==> src/rtl/tccc_defs.vh <==
// register offsets, field positions and reset values for the capture/compare block
`ifndef TCCC_DEFS_VH
`define TCCC_DEFS_VH

// register byte offsets on the apb bus
`define TCCC_OFS_CTRL0 12'h000
`define TCCC_OFS_HI0 12'h004
`define TCCC_OFS_LO0 12'h008
`define TCCC_OFS_CTRL1 12'h00C
`define TCCC_OFS_HI1 12'h010
`define TCCC_OFS_LO1 12'h014
`define TCCC_OFS_STAT 12'h018

// channel control field positions
`define TCCC_B_OVT 0
`define TCCC_B_FULL 1
`define TCCC_B_ELSLO 2
`define TCCC_B_ELSHI 3
`define TCCC_B_MSA 4
`define TCCC_B_MSB 5
`define TCCC_B_IE 6
`define TCCC_B_FLAG 7

// reset value of each channel control register
`define TCCC_CTRL_RST 8'h00

// edge/level select encodings
`define TCCC_ELS_OFF 2'h0
`define TCCC_ELS_RISE 2'h1
`define TCCC_ELS_FALL 2'h2
`define TCCC_ELS_BOTH 2'h3

`endif

==> src/rtl/tccc_value_mem.v <==
// two-word channel value store with registered read data
`timescale 1ns/1ps
module tccc_value_mem
#(
   parameter DW = 16
)
(
   input wire pclk, // bus clock
   input wire [1:0] we, // per-word write enable
   input wire [DW-1:0] wd0, // write data word 0
   input wire [DW-1:0] wd1, // write data word 1
   output reg [DW-1:0] rd0, // registered word 0
   output reg [DW-1:0] rd1 // registered word 1
);

// ----------------------------------------------------------------
// storage
// ----------------------------------------------------------------
// no reset: contents are undefined after reset
reg [DW-1:0] mem_r [0:1];

// write and registered read, write-first so compare sees new value
always @(posedge pclk)
begin
   if (we[0])
   begin
      mem_r[0] <= wd0;
   end
   if (we[1])
   begin
      mem_r[1] <= wd1;
   end
   rd0 <= we[0] ? wd0 : mem_r[0];
   rd1 <= we[1] ? wd1 : mem_r[1];
end

endmodule

==> src/rtl/tccc_top.v <==
// two-channel timer capture/compare logic with apb register access
//
// Summary of operation
// [RULE1] halt and clear counter before mode change
// [RULE2] capture edge: 01 rise, 10 fall, 11 both
// [RULE3] compare action: 01 toggle, 10 clear, 11 set
// [RULE4] select 00 frees pin, presets output level
// [RULE5] preset state drives pin once enabled
// [RULE6] reset clears edge/level select bits
// [RULE7] input stable two clocks before capture enable
// [RULE8] overflow toggle bit toggles pin on overflow
// [RULE9] overflow toggle ignored in capture, reset clears
// [RULE10] overflow wins over same-cycle compare match
// [RULE11] full-duty force gives 100 percent pwm
// [RULE12] full-duty change applies from next period
// [RULE13] 16-bit value register, rw, no reset
// [RULE14] high read blocks capture until low read
// [RULE15] high write blocks compare until low write
// [RULE16] event flag on capture or match
// [RULE17] flag cleared by read then write zero
// [RULE18] buffered bit links channels, frees pin 1
// [RULE19] mode bit a: capture or compare
// [RULE20] full-duty ignored when overflow toggle clear
//
// Implementation choices: the register addresses and the APB register port.
`timescale 1ns/1ps
`include "tccc_defs.vh"
module tccc_top
#(
   parameter CW = 16
)
(
   input wire pclk, // bus clock, 100 mhz
   input wire presetn, // async reset, active low
   input wire psel, // apb select
   input wire penable, // apb access phase
   input wire pwrite, // apb direction
   input wire [11:0] paddr, // apb byte address
   input wire [31:0] pwdata, // apb write data
   output reg [31:0] prdata, // apb read data
   output reg pready, // apb ready
   output reg pslverr, // apb error, unmapped address
   input wire [CW-1:0] count, // shared counter value
   input wire count_tick, // counter advanced this cycle
   input wire overflow, // counter overflow pulse
   input wire counter_halt_bit, // counter stopped
   input wire [1:0] channel_pin_in, // pin levels
   output reg [1:0] channel_pin_out, // channel output levels
   output reg [1:0] channel_pin_oe, // timer owns the pin
   output reg [1:0] channel_irq // flag and enable per channel
);

// ----------------------------------------------------------------
// decode helpers
// ----------------------------------------------------------------
// capture edge match for a select code
function edge_hit;
   input [1:0] els;
   input prev;
   input cur;
   begin
      edge_hit = ((els == `TCCC_ELS_RISE) && !prev && cur) ||
                 ((els == `TCCC_ELS_FALL) && prev && !cur) ||
                 ((els == `TCCC_ELS_BOTH) && (prev != cur));
   end
endfunction

// next pin level on a compare match
function cmp_level;
   input [1:0] els;
   input cur;
   begin
      case (els)
         `TCCC_ELS_RISE: cmp_level = ~cur;
         `TCCC_ELS_FALL: cmp_level = 1'b0;
         `TCCC_ELS_BOTH: cmp_level = 1'b1;
         default: cmp_level = cur;
      endcase
   end
endfunction

// ----------------------------------------------------------------
// state
// ----------------------------------------------------------------
reg [7:0] ctrl0_r;
reg [7:0] ctrl1_r;
reg [1:0] flag_armed_r; // control read seen with flag set
reg [1:0] cap_block_r; // high byte read, awaiting low
reg [1:0] cmp_block_r; // high byte written, awaiting low
reg [7:0] hi_buf0_r; // pending high byte per channel
reg [7:0] hi_buf1_r;
reg [1:0] pin_prev_r; // pin sample for edge detect
reg [1:0] full_r; // full-duty state latched per period
reg buf_sel_r; // buffered pair: channel now in control
reg buf_pend_r; // buffered pair: low byte written on either channel
reg [1:0] match_prev_r; // compare matched since the last count tick

wire [CW-1:0] val0;
wire [CW-1:0] val1;
reg [1:0] mem_we;
reg [CW-1:0] mem_wd0;
reg [CW-1:0] mem_wd1;

wire access = psel && penable;
wire wr = access && pwrite;
wire rd = access && !pwrite;
wire buffered = ctrl0_r[`TCCC_B_MSB];

// ----------------------------------------------------------------
// channel value store
// ----------------------------------------------------------------
tccc_value_mem #(.DW(CW)) u_mem
(
   .pclk(pclk),
   .we(mem_we),
   .wd0(mem_wd0),
   .wd1(mem_wd1),
   .rd0(val0),
   .rd1(val1)
);

// ----------------------------------------------------------------
// per-channel mode decode
// ----------------------------------------------------------------
wire [1:0] els0 = {ctrl0_r[`TCCC_B_ELSHI], ctrl0_r[`TCCC_B_ELSLO]};
wire [1:0] els1 = {ctrl1_r[`TCCC_B_ELSHI], ctrl1_r[`TCCC_B_ELSLO]};
// channel 1 is disabled while the pair is buffered
wire [1:0] en = {(els1 != `TCCC_ELS_OFF) && !buffered,
                 els0 != `TCCC_ELS_OFF}; // RULE4 RULE18
wire [1:0] msa = {ctrl1_r[`TCCC_B_MSA], ctrl0_r[`TCCC_B_MSA]};
wire [1:0] is_cap = en & ~msa & {1'b1, ~buffered}; // RULE19
wire [1:0] is_cmp = en & ~is_cap;
wire [1:0] ovt = {ctrl1_r[`TCCC_B_OVT], ctrl0_r[`TCCC_B_OVT]};
wire [1:0] fdf = {ctrl1_r[`TCCC_B_FULL], ctrl0_r[`TCCC_B_FULL]};

// captures stall while counter halted or high byte pending
wire [1:0] cap_ev;
assign cap_ev[0] = is_cap[0] && !counter_halt_bit && !cap_block_r[0] &&
   edge_hit(els0, pin_prev_r[0], channel_pin_in[0]); // RULE2 RULE14
assign cap_ev[1] = is_cap[1] && !counter_halt_bit && !cap_block_r[1] &&
   edge_hit(els1, pin_prev_r[1], channel_pin_in[1]); // RULE2 RULE14

// compare value: channel 0 uses the active buffered word
wire [CW-1:0] cmp_val0 = (buffered && buf_sel_r) ? val1 : val0;
wire [1:0] match_now = {count == val1, count == cmp_val0};
// one match per counter value, not one per bus clock
wire [1:0] cmp_ev = is_cmp & ~cmp_block_r & match_now &
   (~match_prev_r | {2{count_tick}}); // RULE15 RULE16

// overflow toggling only in compare mode
wire [1:0] ovf_act = is_cmp & ovt & {2{overflow}}; // RULE8 RULE9
// full duty only when overflow toggle is set
wire [1:0] full_eff = full_r & ovt; // RULE11 RULE20

// ----------------------------------------------------------------
// apb decode and value-register access
// ----------------------------------------------------------------
wire hit_c0 = paddr == `TCCC_OFS_CTRL0;
wire hit_h0 = paddr == `TCCC_OFS_HI0;
wire hit_l0 = paddr == `TCCC_OFS_LO0;
wire hit_c1 = paddr == `TCCC_OFS_CTRL1;
wire hit_h1 = paddr == `TCCC_OFS_HI1;
wire hit_l1 = paddr == `TCCC_OFS_LO1;
wire hit_st = paddr == `TCCC_OFS_STAT;
wire mapped = hit_c0 | hit_h0 | hit_l0 | hit_c1 | hit_h1 | hit_l1 |
   hit_st;

// store writes: low byte commits the pending high byte
always @*
begin
   mem_we = 2'b00;
   mem_wd0 = val0;
   mem_wd1 = val1;
   if (cap_ev[0])
   begin
      mem_we[0] = 1'b1;
      mem_wd0 = count;
   end
   else if (wr && pready && hit_l0)
   begin
      mem_we[0] = 1'b1; // RULE13
      mem_wd0 = {hi_buf0_r, pwdata[7:0]};
   end
   if (cap_ev[1])
   begin
      mem_we[1] = 1'b1;
      mem_wd1 = count;
   end
   else if (wr && pready && hit_l1)
   begin
      mem_we[1] = 1'b1; // RULE13
      mem_wd1 = {hi_buf1_r, pwdata[7:0]};
   end
end

// ----------------------------------------------------------------
// apb slave: one wait state, answer in second access cycle
// ----------------------------------------------------------------
always @(posedge pclk or negedge presetn)
begin
   if (!presetn)
   begin
      pready <= 1'b0;
      pslverr <= 1'b0;
      prdata <= 32'h00000000;
   end
   else
   begin
      pready <= access && !pready;
      pslverr <= access && !pready && !mapped;
      prdata <= 32'h00000000;
      if (access && !pready && !pwrite)
      begin
         case (1'b1)
            hit_c0: prdata <= {24'h000000, ctrl0_r};
            hit_h0: prdata <= {24'h000000, val0[15:8]};
            hit_l0: prdata <= {24'h000000, val0[7:0]};
            hit_c1: prdata <= {24'h000000, ctrl1_r};
            hit_h1: prdata <= {24'h000000, val1[15:8]};
            hit_l1: prdata <= {24'h000000, val1[7:0]};
            hit_st: prdata <= {29'h00000000, buf_sel_r, full_r};
            default: prdata <= 32'h00000000;
         endcase
      end
   end
end

// ----------------------------------------------------------------
// control registers, flags and byte interlocks
// ----------------------------------------------------------------
// software owns the mode bits; mode changes assume a halted,
// cleared counter, so no glitch handling is done here
always @(posedge pclk or negedge presetn)
begin
   if (!presetn)
   begin
      ctrl0_r <= `TCCC_CTRL_RST; // RULE6 RULE9 RULE19
      ctrl1_r <= `TCCC_CTRL_RST; // RULE6
      flag_armed_r <= 2'b00;
      cap_block_r <= 2'b00;
      cmp_block_r <= 2'b00;
      hi_buf0_r <= 8'h00;
      hi_buf1_r <= 8'h00;
   end
   else
   begin
      if (rd && pready && hit_c0 && ctrl0_r[`TCCC_B_FLAG])
      begin
         flag_armed_r[0] <= 1'b1;
      end
      if (rd && pready && hit_c1 && ctrl1_r[`TCCC_B_FLAG])
      begin
         flag_armed_r[1] <= 1'b1;
      end
      // high byte read latches the capture interlock
      if (rd && pready && hit_h0 && is_cap[0])
      begin
         cap_block_r[0] <= 1'b1; // RULE14
      end
      if (rd && pready && hit_l0)
      begin
         cap_block_r[0] <= 1'b0;
      end
      if (rd && pready && hit_h1 && is_cap[1])
      begin
         cap_block_r[1] <= 1'b1; // RULE14
      end
      if (rd && pready && hit_l1)
      begin
         cap_block_r[1] <= 1'b0;
      end
      if (wr && pready && hit_h0)
      begin
         hi_buf0_r <= pwdata[7:0];
         cmp_block_r[0] <= msa[0] | buffered; // RULE15
      end
      if (wr && pready && hit_l0)
      begin
         cmp_block_r[0] <= 1'b0;
      end
      if (wr && pready && hit_h1)
      begin
         hi_buf1_r <= pwdata[7:0];
         cmp_block_r[1] <= msa[1] | buffered; // RULE15
      end
      if (wr && pready && hit_l1)
      begin
         cmp_block_r[1] <= 1'b0;
      end
      // control writes; flag only clears on armed write of 0
      if (wr && pready && hit_c0)
      begin
         ctrl0_r[6:0] <= pwdata[6:0];
         flag_armed_r[0] <= 1'b0;
         if (flag_armed_r[0] && !pwdata[`TCCC_B_FLAG])
         begin
            ctrl0_r[`TCCC_B_FLAG] <= 1'b0; // RULE17
         end
      end
      // channel 1 control is frozen while buffered
      if (wr && pready && hit_c1 && !buffered)
      begin
         ctrl1_r[6:0] <= {pwdata[6], 1'b0, pwdata[4:0]}; // RULE18
         flag_armed_r[1] <= 1'b0;
         if (flag_armed_r[1] && !pwdata[`TCCC_B_FLAG])
         begin
            ctrl1_r[`TCCC_B_FLAG] <= 1'b0; // RULE17
         end
      end
      // a new event sets the flag and disarms the clear
      if (cap_ev[0] | cmp_ev[0])
      begin
         ctrl0_r[`TCCC_B_FLAG] <= 1'b1; // RULE16
         flag_armed_r[0] <= 1'b0; // RULE17
      end
      if (cap_ev[1] | cmp_ev[1])
      begin
         ctrl1_r[`TCCC_B_FLAG] <= 1'b1; // RULE16
         flag_armed_r[1] <= 1'b0; // RULE17
      end
   end
end

// ----------------------------------------------------------------
// buffered pair selection and period-latched full duty
// ----------------------------------------------------------------
always @(posedge pclk or negedge presetn)
begin
   if (!presetn)
   begin
      buf_sel_r <= 1'b0;
      buf_pend_r <= 1'b0;
      full_r <= 2'b00;
      pin_prev_r <= 2'b00;
      match_prev_r <= 2'b00;
   end
   else
   begin
      pin_prev_r <= channel_pin_in;
      // the tick cycle's own match is remembered, else it fires twice
      match_prev_r <= count_tick ? match_now : (match_now | match_prev_r);
      // a low-byte write to either channel swaps the active word at overflow
      if (wr && pready && (hit_l0 || hit_l1))
      begin
         buf_pend_r <= 1'b1;
         buf_sel_r <= buf_sel_r;
      end
      if (!buffered)
      begin
         buf_sel_r <= 1'b0;
         buf_pend_r <= 1'b0;
      end
      else if (overflow && buf_pend_r)
      begin
         buf_sel_r <= ~buf_sel_r;
         buf_pend_r <= 1'b0;
      end
      // full duty sampled only at period boundary
      if (overflow)
      begin
         full_r <= fdf; // RULE12
      end
   end
end

// ----------------------------------------------------------------
// pin output levels
// ----------------------------------------------------------------
// while disabled the level is preset from mode bit a, and that
// preset is what appears on the pin once the channel is enabled in compare mode
always @(posedge pclk or negedge presetn)
begin
   if (!presetn)
   begin
      channel_pin_out <= 2'b11;
      channel_pin_oe <= 2'b00;
      channel_irq <= 2'b00;
   end
   else
   begin
      channel_pin_oe <= is_cmp; // RULE4 RULE5 RULE18
      channel_irq <= {ctrl1_r[`TCCC_B_FLAG] & ctrl1_r[`TCCC_B_IE],
                      ctrl0_r[`TCCC_B_FLAG] & ctrl0_r[`TCCC_B_IE]};
      if (!en[0])
      begin
         channel_pin_out[0] <= ~msa[0]; // RULE4
      end
      else if (is_cmp[0] && full_eff[0])
      begin
         channel_pin_out[0] <= 1'b1; // RULE11
      end
      else if (ovf_act[0])
      begin
         channel_pin_out[0] <= ~channel_pin_out[0]; // RULE8 RULE10
      end
      else if (cmp_ev[0])
      begin
         channel_pin_out[0] <= cmp_level(els0, channel_pin_out[0]); // RULE3
      end
      if (!en[1])
      begin
         channel_pin_out[1] <= ~msa[1]; // RULE4
      end
      else if (is_cmp[1] && full_eff[1])
      begin
         channel_pin_out[1] <= 1'b1; // RULE11
      end
      else if (ovf_act[1])
      begin
         channel_pin_out[1] <= ~channel_pin_out[1]; // RULE8 RULE10
      end
      else if (cmp_ev[1])
      begin
         channel_pin_out[1] <= cmp_level(els1, channel_pin_out[1]); // RULE3
      end
   end
end

endmodule

==> config.mk <==
export PLATFORM = sky130hd
export DESIGN_NAME = tccc_top
export DESIGN_NICKNAME = d
export VERILOG_FILES = /design/src/rtl/tccc_value_mem.v /design/src/rtl/tccc_top.v
export VERILOG_INCLUDE_DIRS = /design/src /design/src/rtl
export SDC_FILE = /design/constraint.sdc
export NUM_CORES = 1
export LEC_CHECK = 0
export BUFFER_PORTS_ARGS = -buffer_cell sky130_fd_sc_hd__buf_4
export CORE_MARGIN = 3
export CORE_UTILIZATION = 38
export CTS_CLUSTER_DIAMETER = 60
export DETAILED_ROUTE_END_ITERATION = 10
export PLACE_DENSITY = 0.55
export SYNTH_ARGS = -nofsm -noshare
export SYNTH_HDL_FRONTEND = slang
export SYNTH_SLANG_ARGS = --single-unit
export TNS_END_PERCENT = 10
==> constraint.sdc <==
create_clock -name pclk -period 5.5 [get_ports pclk]
set_clock_uncertainty 0.1 [all_clocks]
set_input_delay 0.55 -clock pclk [delete_from_list [all_inputs] [get_ports pclk]]
set_output_delay 0.55 -clock pclk [all_outputs]
set_load 0.005 [all_outputs]
==> impl_metrics.py <==
metrics = {
    "grt": {
        "grt_pass1_wl_um": 22600,
        "grt_max_degree": 62,
        "grt_pass1_vias": 3721,
        "overflow": 0,
        "grt_use_total": 0.204,
        "antenna_found_initial": 0,
    },
    "final_layout": {
        "final_util": 0.452,
        "fin_nets": 613,
        "antenna_cells": 0,
        "fill_cells": 1301,
        "drive_above_1_share": 0.265,
        "area_delta_synth_final_pct": 15.2,
    },
    "setup_path": {
        "r2r_slack_ns": 2.91,
        "cp-startpoint": "paddr[0]",
        "reg2reg_from": "ctrl0_r[5]",
        "crit_path_cell_trace": "buf_4, or4_1, or4_1, or3_1, nor3_4, mux2_1",
        "start_kind": "input port",
        "arrival_ns": 3.43,
        "rr_endpoint": "flag_armed_r[0]",
        "cpMaxStageDelayCell": "or4_1",
        "path_max_fanout": 11,
        "cp.required_ns": 5.63,
        "worstSetupPathType": "in -> reg",
        "endpoint_kind": "register",
        "critPathMaxStageDelay_ns": 0.71,
        "timing.critical_path.to": "ctrl0_r[1]",
        "cp_top_family": "simple AND/OR/NAND/NOR gates",
        "critPathMostFrequentCell": "or4_1",
        "worst-path-stages": 6,
        "crit_buf_inv": 1,
        "worstRegToRegCells": 6,
    },
    "yosys": {
        "synth_ff_type": "dfrtp_1",
        "ys_ff_latch": 93,
        "synth_top_cell_area_share": 0.282,
        "synth_edf_count": 32,
        "netlist_instances": 484,
        "yosysMostFrequentCell": "dfrtp_1",
        "synth_top_cell_by_area": "dfrtp_1",
        "ys_seq_area_frac": 0.475,
        "synth_area_leaders": "dfrtp_1, edfxtp_1, mux2_2, buf_4, o21ai_0",
        "ys_warn_count": 0,
        "syn_avg_cell_area_um2": 10.8,
        "netlist_area_um2": 5240,
        "synthDistinctLibCells": 64,
        "yosys-top-cells-count": "dfrtp_1, mux2_2, nand2_1",
        "async_reset_ff_frac": 0.656,
    },
    "pwr": {
        "leakage_nw": 2.69,
        "ir_drop_mv": 0.143,
        "power_density_nw_per_um2": 237,
    },
    "routing": {
        "vias": 4003,
        "wl_um": 14900,
        "wl_per_cell_um": 20.8,
        "ant_nets": 0,
        "drt_pre_antenna_iters": 5,
        "drt_iter0_drc": 373,
        "drc": 0,
        "viasPerCell": 5.56,
    },
    "flow_run": {
        "cap_violations": 0,
    },
    "cts": {
        "h-tree-depth": 3,
        "cts.sinks": 93,
        "cts_hold_buf": 0,
        "numCtsBuffers": 9,
        "cts_tree": "built",
        "worstSkewPairLatency_ns": 0.35,
        "clock_path_buffers": 2,
        "post-cts-setup-buffers": 0,
        "clockRootBuffer": "clkbuf_16",
        "cts_resized": 0,
        "clk_pin_slew_ns": 0.06,
    },
    "floorplanning": {
        "rows": 42,
        "core_um2": 13300,
        "die_x_um": 123,
        "ios": 110,
        "start_util": 0.393,
        "die_area_um2": 15200,
        "die_h_um": 123,
    },
    "sta": {
        "holdWs_ns": 0.185,
        "setup_violations": 0,
        "finalHoldViolCount": 0,
        "slew_violations": 0,
        "rsz0062_at_grt": "no",
        "tightest_slew_ns": 0.895,
        "fmax_ghz": 0.303,
        "post-route-min-period_ns": 3.30,
        "slew_headroom": 0.402,
        "period_share": 0.600,
        "tns_ns": 0,
        "fin_ws_ns": 2.20,
    },
    "run_status": {
        "status": "finished, final reports clean",
    },
    "placement": {
        "pre_cts_ws_ns": 1.84,
        "portBuffers": 61,
        "gp_congestion": 0.882,
        "hpwl_um": 10900,
    },
    "hold_path": {
        "hp-class": "in -> async",
    },
}
## per-stage QoR
step / std cells / power, mW / area [um^2]
after CTS: 720 / 1.45 / 6040
final: 720 / 1.43 / 6040
after global placement: 704 / 0.870 / 5770
after global routing: 720 / 1.49 / 6040
after floorplan: 507 / 0.813 / 5330
after detailed placement: 704 / 0.871 / 5770
## registers in the layout, indices dropped and copies added, names as in the netlist
register / flops
u_mem.mem_r: 32
hi_buf1_r: 8
ctrl0_r: 8
ctrl1_r: 7
channel_irq: 2
buf_sel_r: 1
cmp_block_r: 2
full_r: 2
cap_block_r: 2
buf_pend_r: 1
flag_armed_r: 2
hi_buf0_r: 8
pslverr: 1
match_prev_r: 2
prdata: 8
pready: 1
channel_pin_oe: 2
channel_pin_out: 2
pin_prev_r: 2
## worst register-to-register path, cell delays in order (launching register included)
cell	delay, ns
dfrtp_1	0.70
and2_1	0.51
nand4_1	0.16
a32oi_1	0.26
and4b_1	0.31
nand4_1	0.20
and3_1	0.23
## area by class of cell
| class | instances | area, um^2 | share of cell area |
|---|---|---|---|
| multi-input combinational | 353 | 2510 | 0.416 |
| timing repair buffer | 65 | 488 | 0.0808 |
| sequential | 93 | 2490 | 0.412 |
| clock buffer | 14 | 254 | 0.0421 |
| inverter | 17 | 63.8 | 0.0106 |
| clock inverter | 2 | 10.0 | 0.00166 |
| tap | 176 | 220 | 0.0365 |
## where the power goes
group / internal (mW) / leakage [nW] / switching (mW) / total, mW
Sequential: 0.725 / 1.15 / 0.00586 / 0.730
Combinational: 0.0512 / 1.40 / 0.0755 / 0.127
Clock: 0.318 / 0.131 / 0.257 / 0.575
## worst min-delay path by stage
stage	from	cells after the start	end	slack, ns
after floorplan	presetn	0	buf_pend_r	0.15
after global placement	match_prev_r[1]	2	match_prev_r[1]	0.36
after detailed placement	match_prev_r[1]	2	match_prev_r[1]	0.37
after CTS	channel_pin_in[0]	1	pin_prev_r[0]	0.21
after global routing	channel_pin_in[0]	1	pin_prev_r[0]	0.22
final	presetn	1	pin_prev_r[0]	0.18
## logic make-up (layout without fill, tap and decap cells)
family / after synthesis / count (layout) / synth area share
other: 1 / 24 / 0.000716
flip-flops: 93 / 93 / 0.475
AO/OA/AOI/OAI: 101 / 101 / 0.131
multiplexers: 70 / 70 / 0.150
XOR/XNOR: 16 / 16 / 0.0267
buffers and inverters: 61 / 98 / 0.0640
AND/OR/NAND/NOR: 138 / 138 / 0.143
adder cells (fa/ha/maj): 4 / 4 / 0.00955
## routing by layer
metal / up-vias / GRT usage / wire (um)
met2: 169 / 0.310 / 6690
met3: 18 / 0.0311 / 984
met4: 0 / 0.0754 / 314
met5: - / 0 / 0
li1: 1845 / - / -
met1: 1971 / 0.294 / 6960
## layout by cell type, fill, tap and decap left out, types with 3 or more instances in the layout
cell	Yosys	layout
buf_4	24	65
dfrtp_1	59	59
mux2_2	52	52
nand2_1	33	33
edfxtp_1	32	32
o21ai_0	25	25
nor2_1	24	24
conb_1	1	24
inv_1	17	17
nand2b_1	14	14
a21oi_1	13	13
mux2i_1	12	12
a31oi_1	12	12
nand3_1	10	10
xnor2_1	10	10
clkbuf_16	0	9
o2111ai_1	8	8
and2_1	8	8
nor4_1	6	6
nor3_1	7	6
nor2b_1	6	6
xor2_1	6	6
o211ai_1	5	5
or3_1	5	5
and3_1	5	5
mux2_1	5	5
a221oi_1	4	4
nand4_1	4	4
o21a_1	4	4
ha_1	4	4
clkbuf_1	15	4
o21bai_1	3	3
nor3_2	2	3
o22ai_1	3	3
nand4b_1	3	3
No activity file was read; power rests on OpenSTA's default activity.
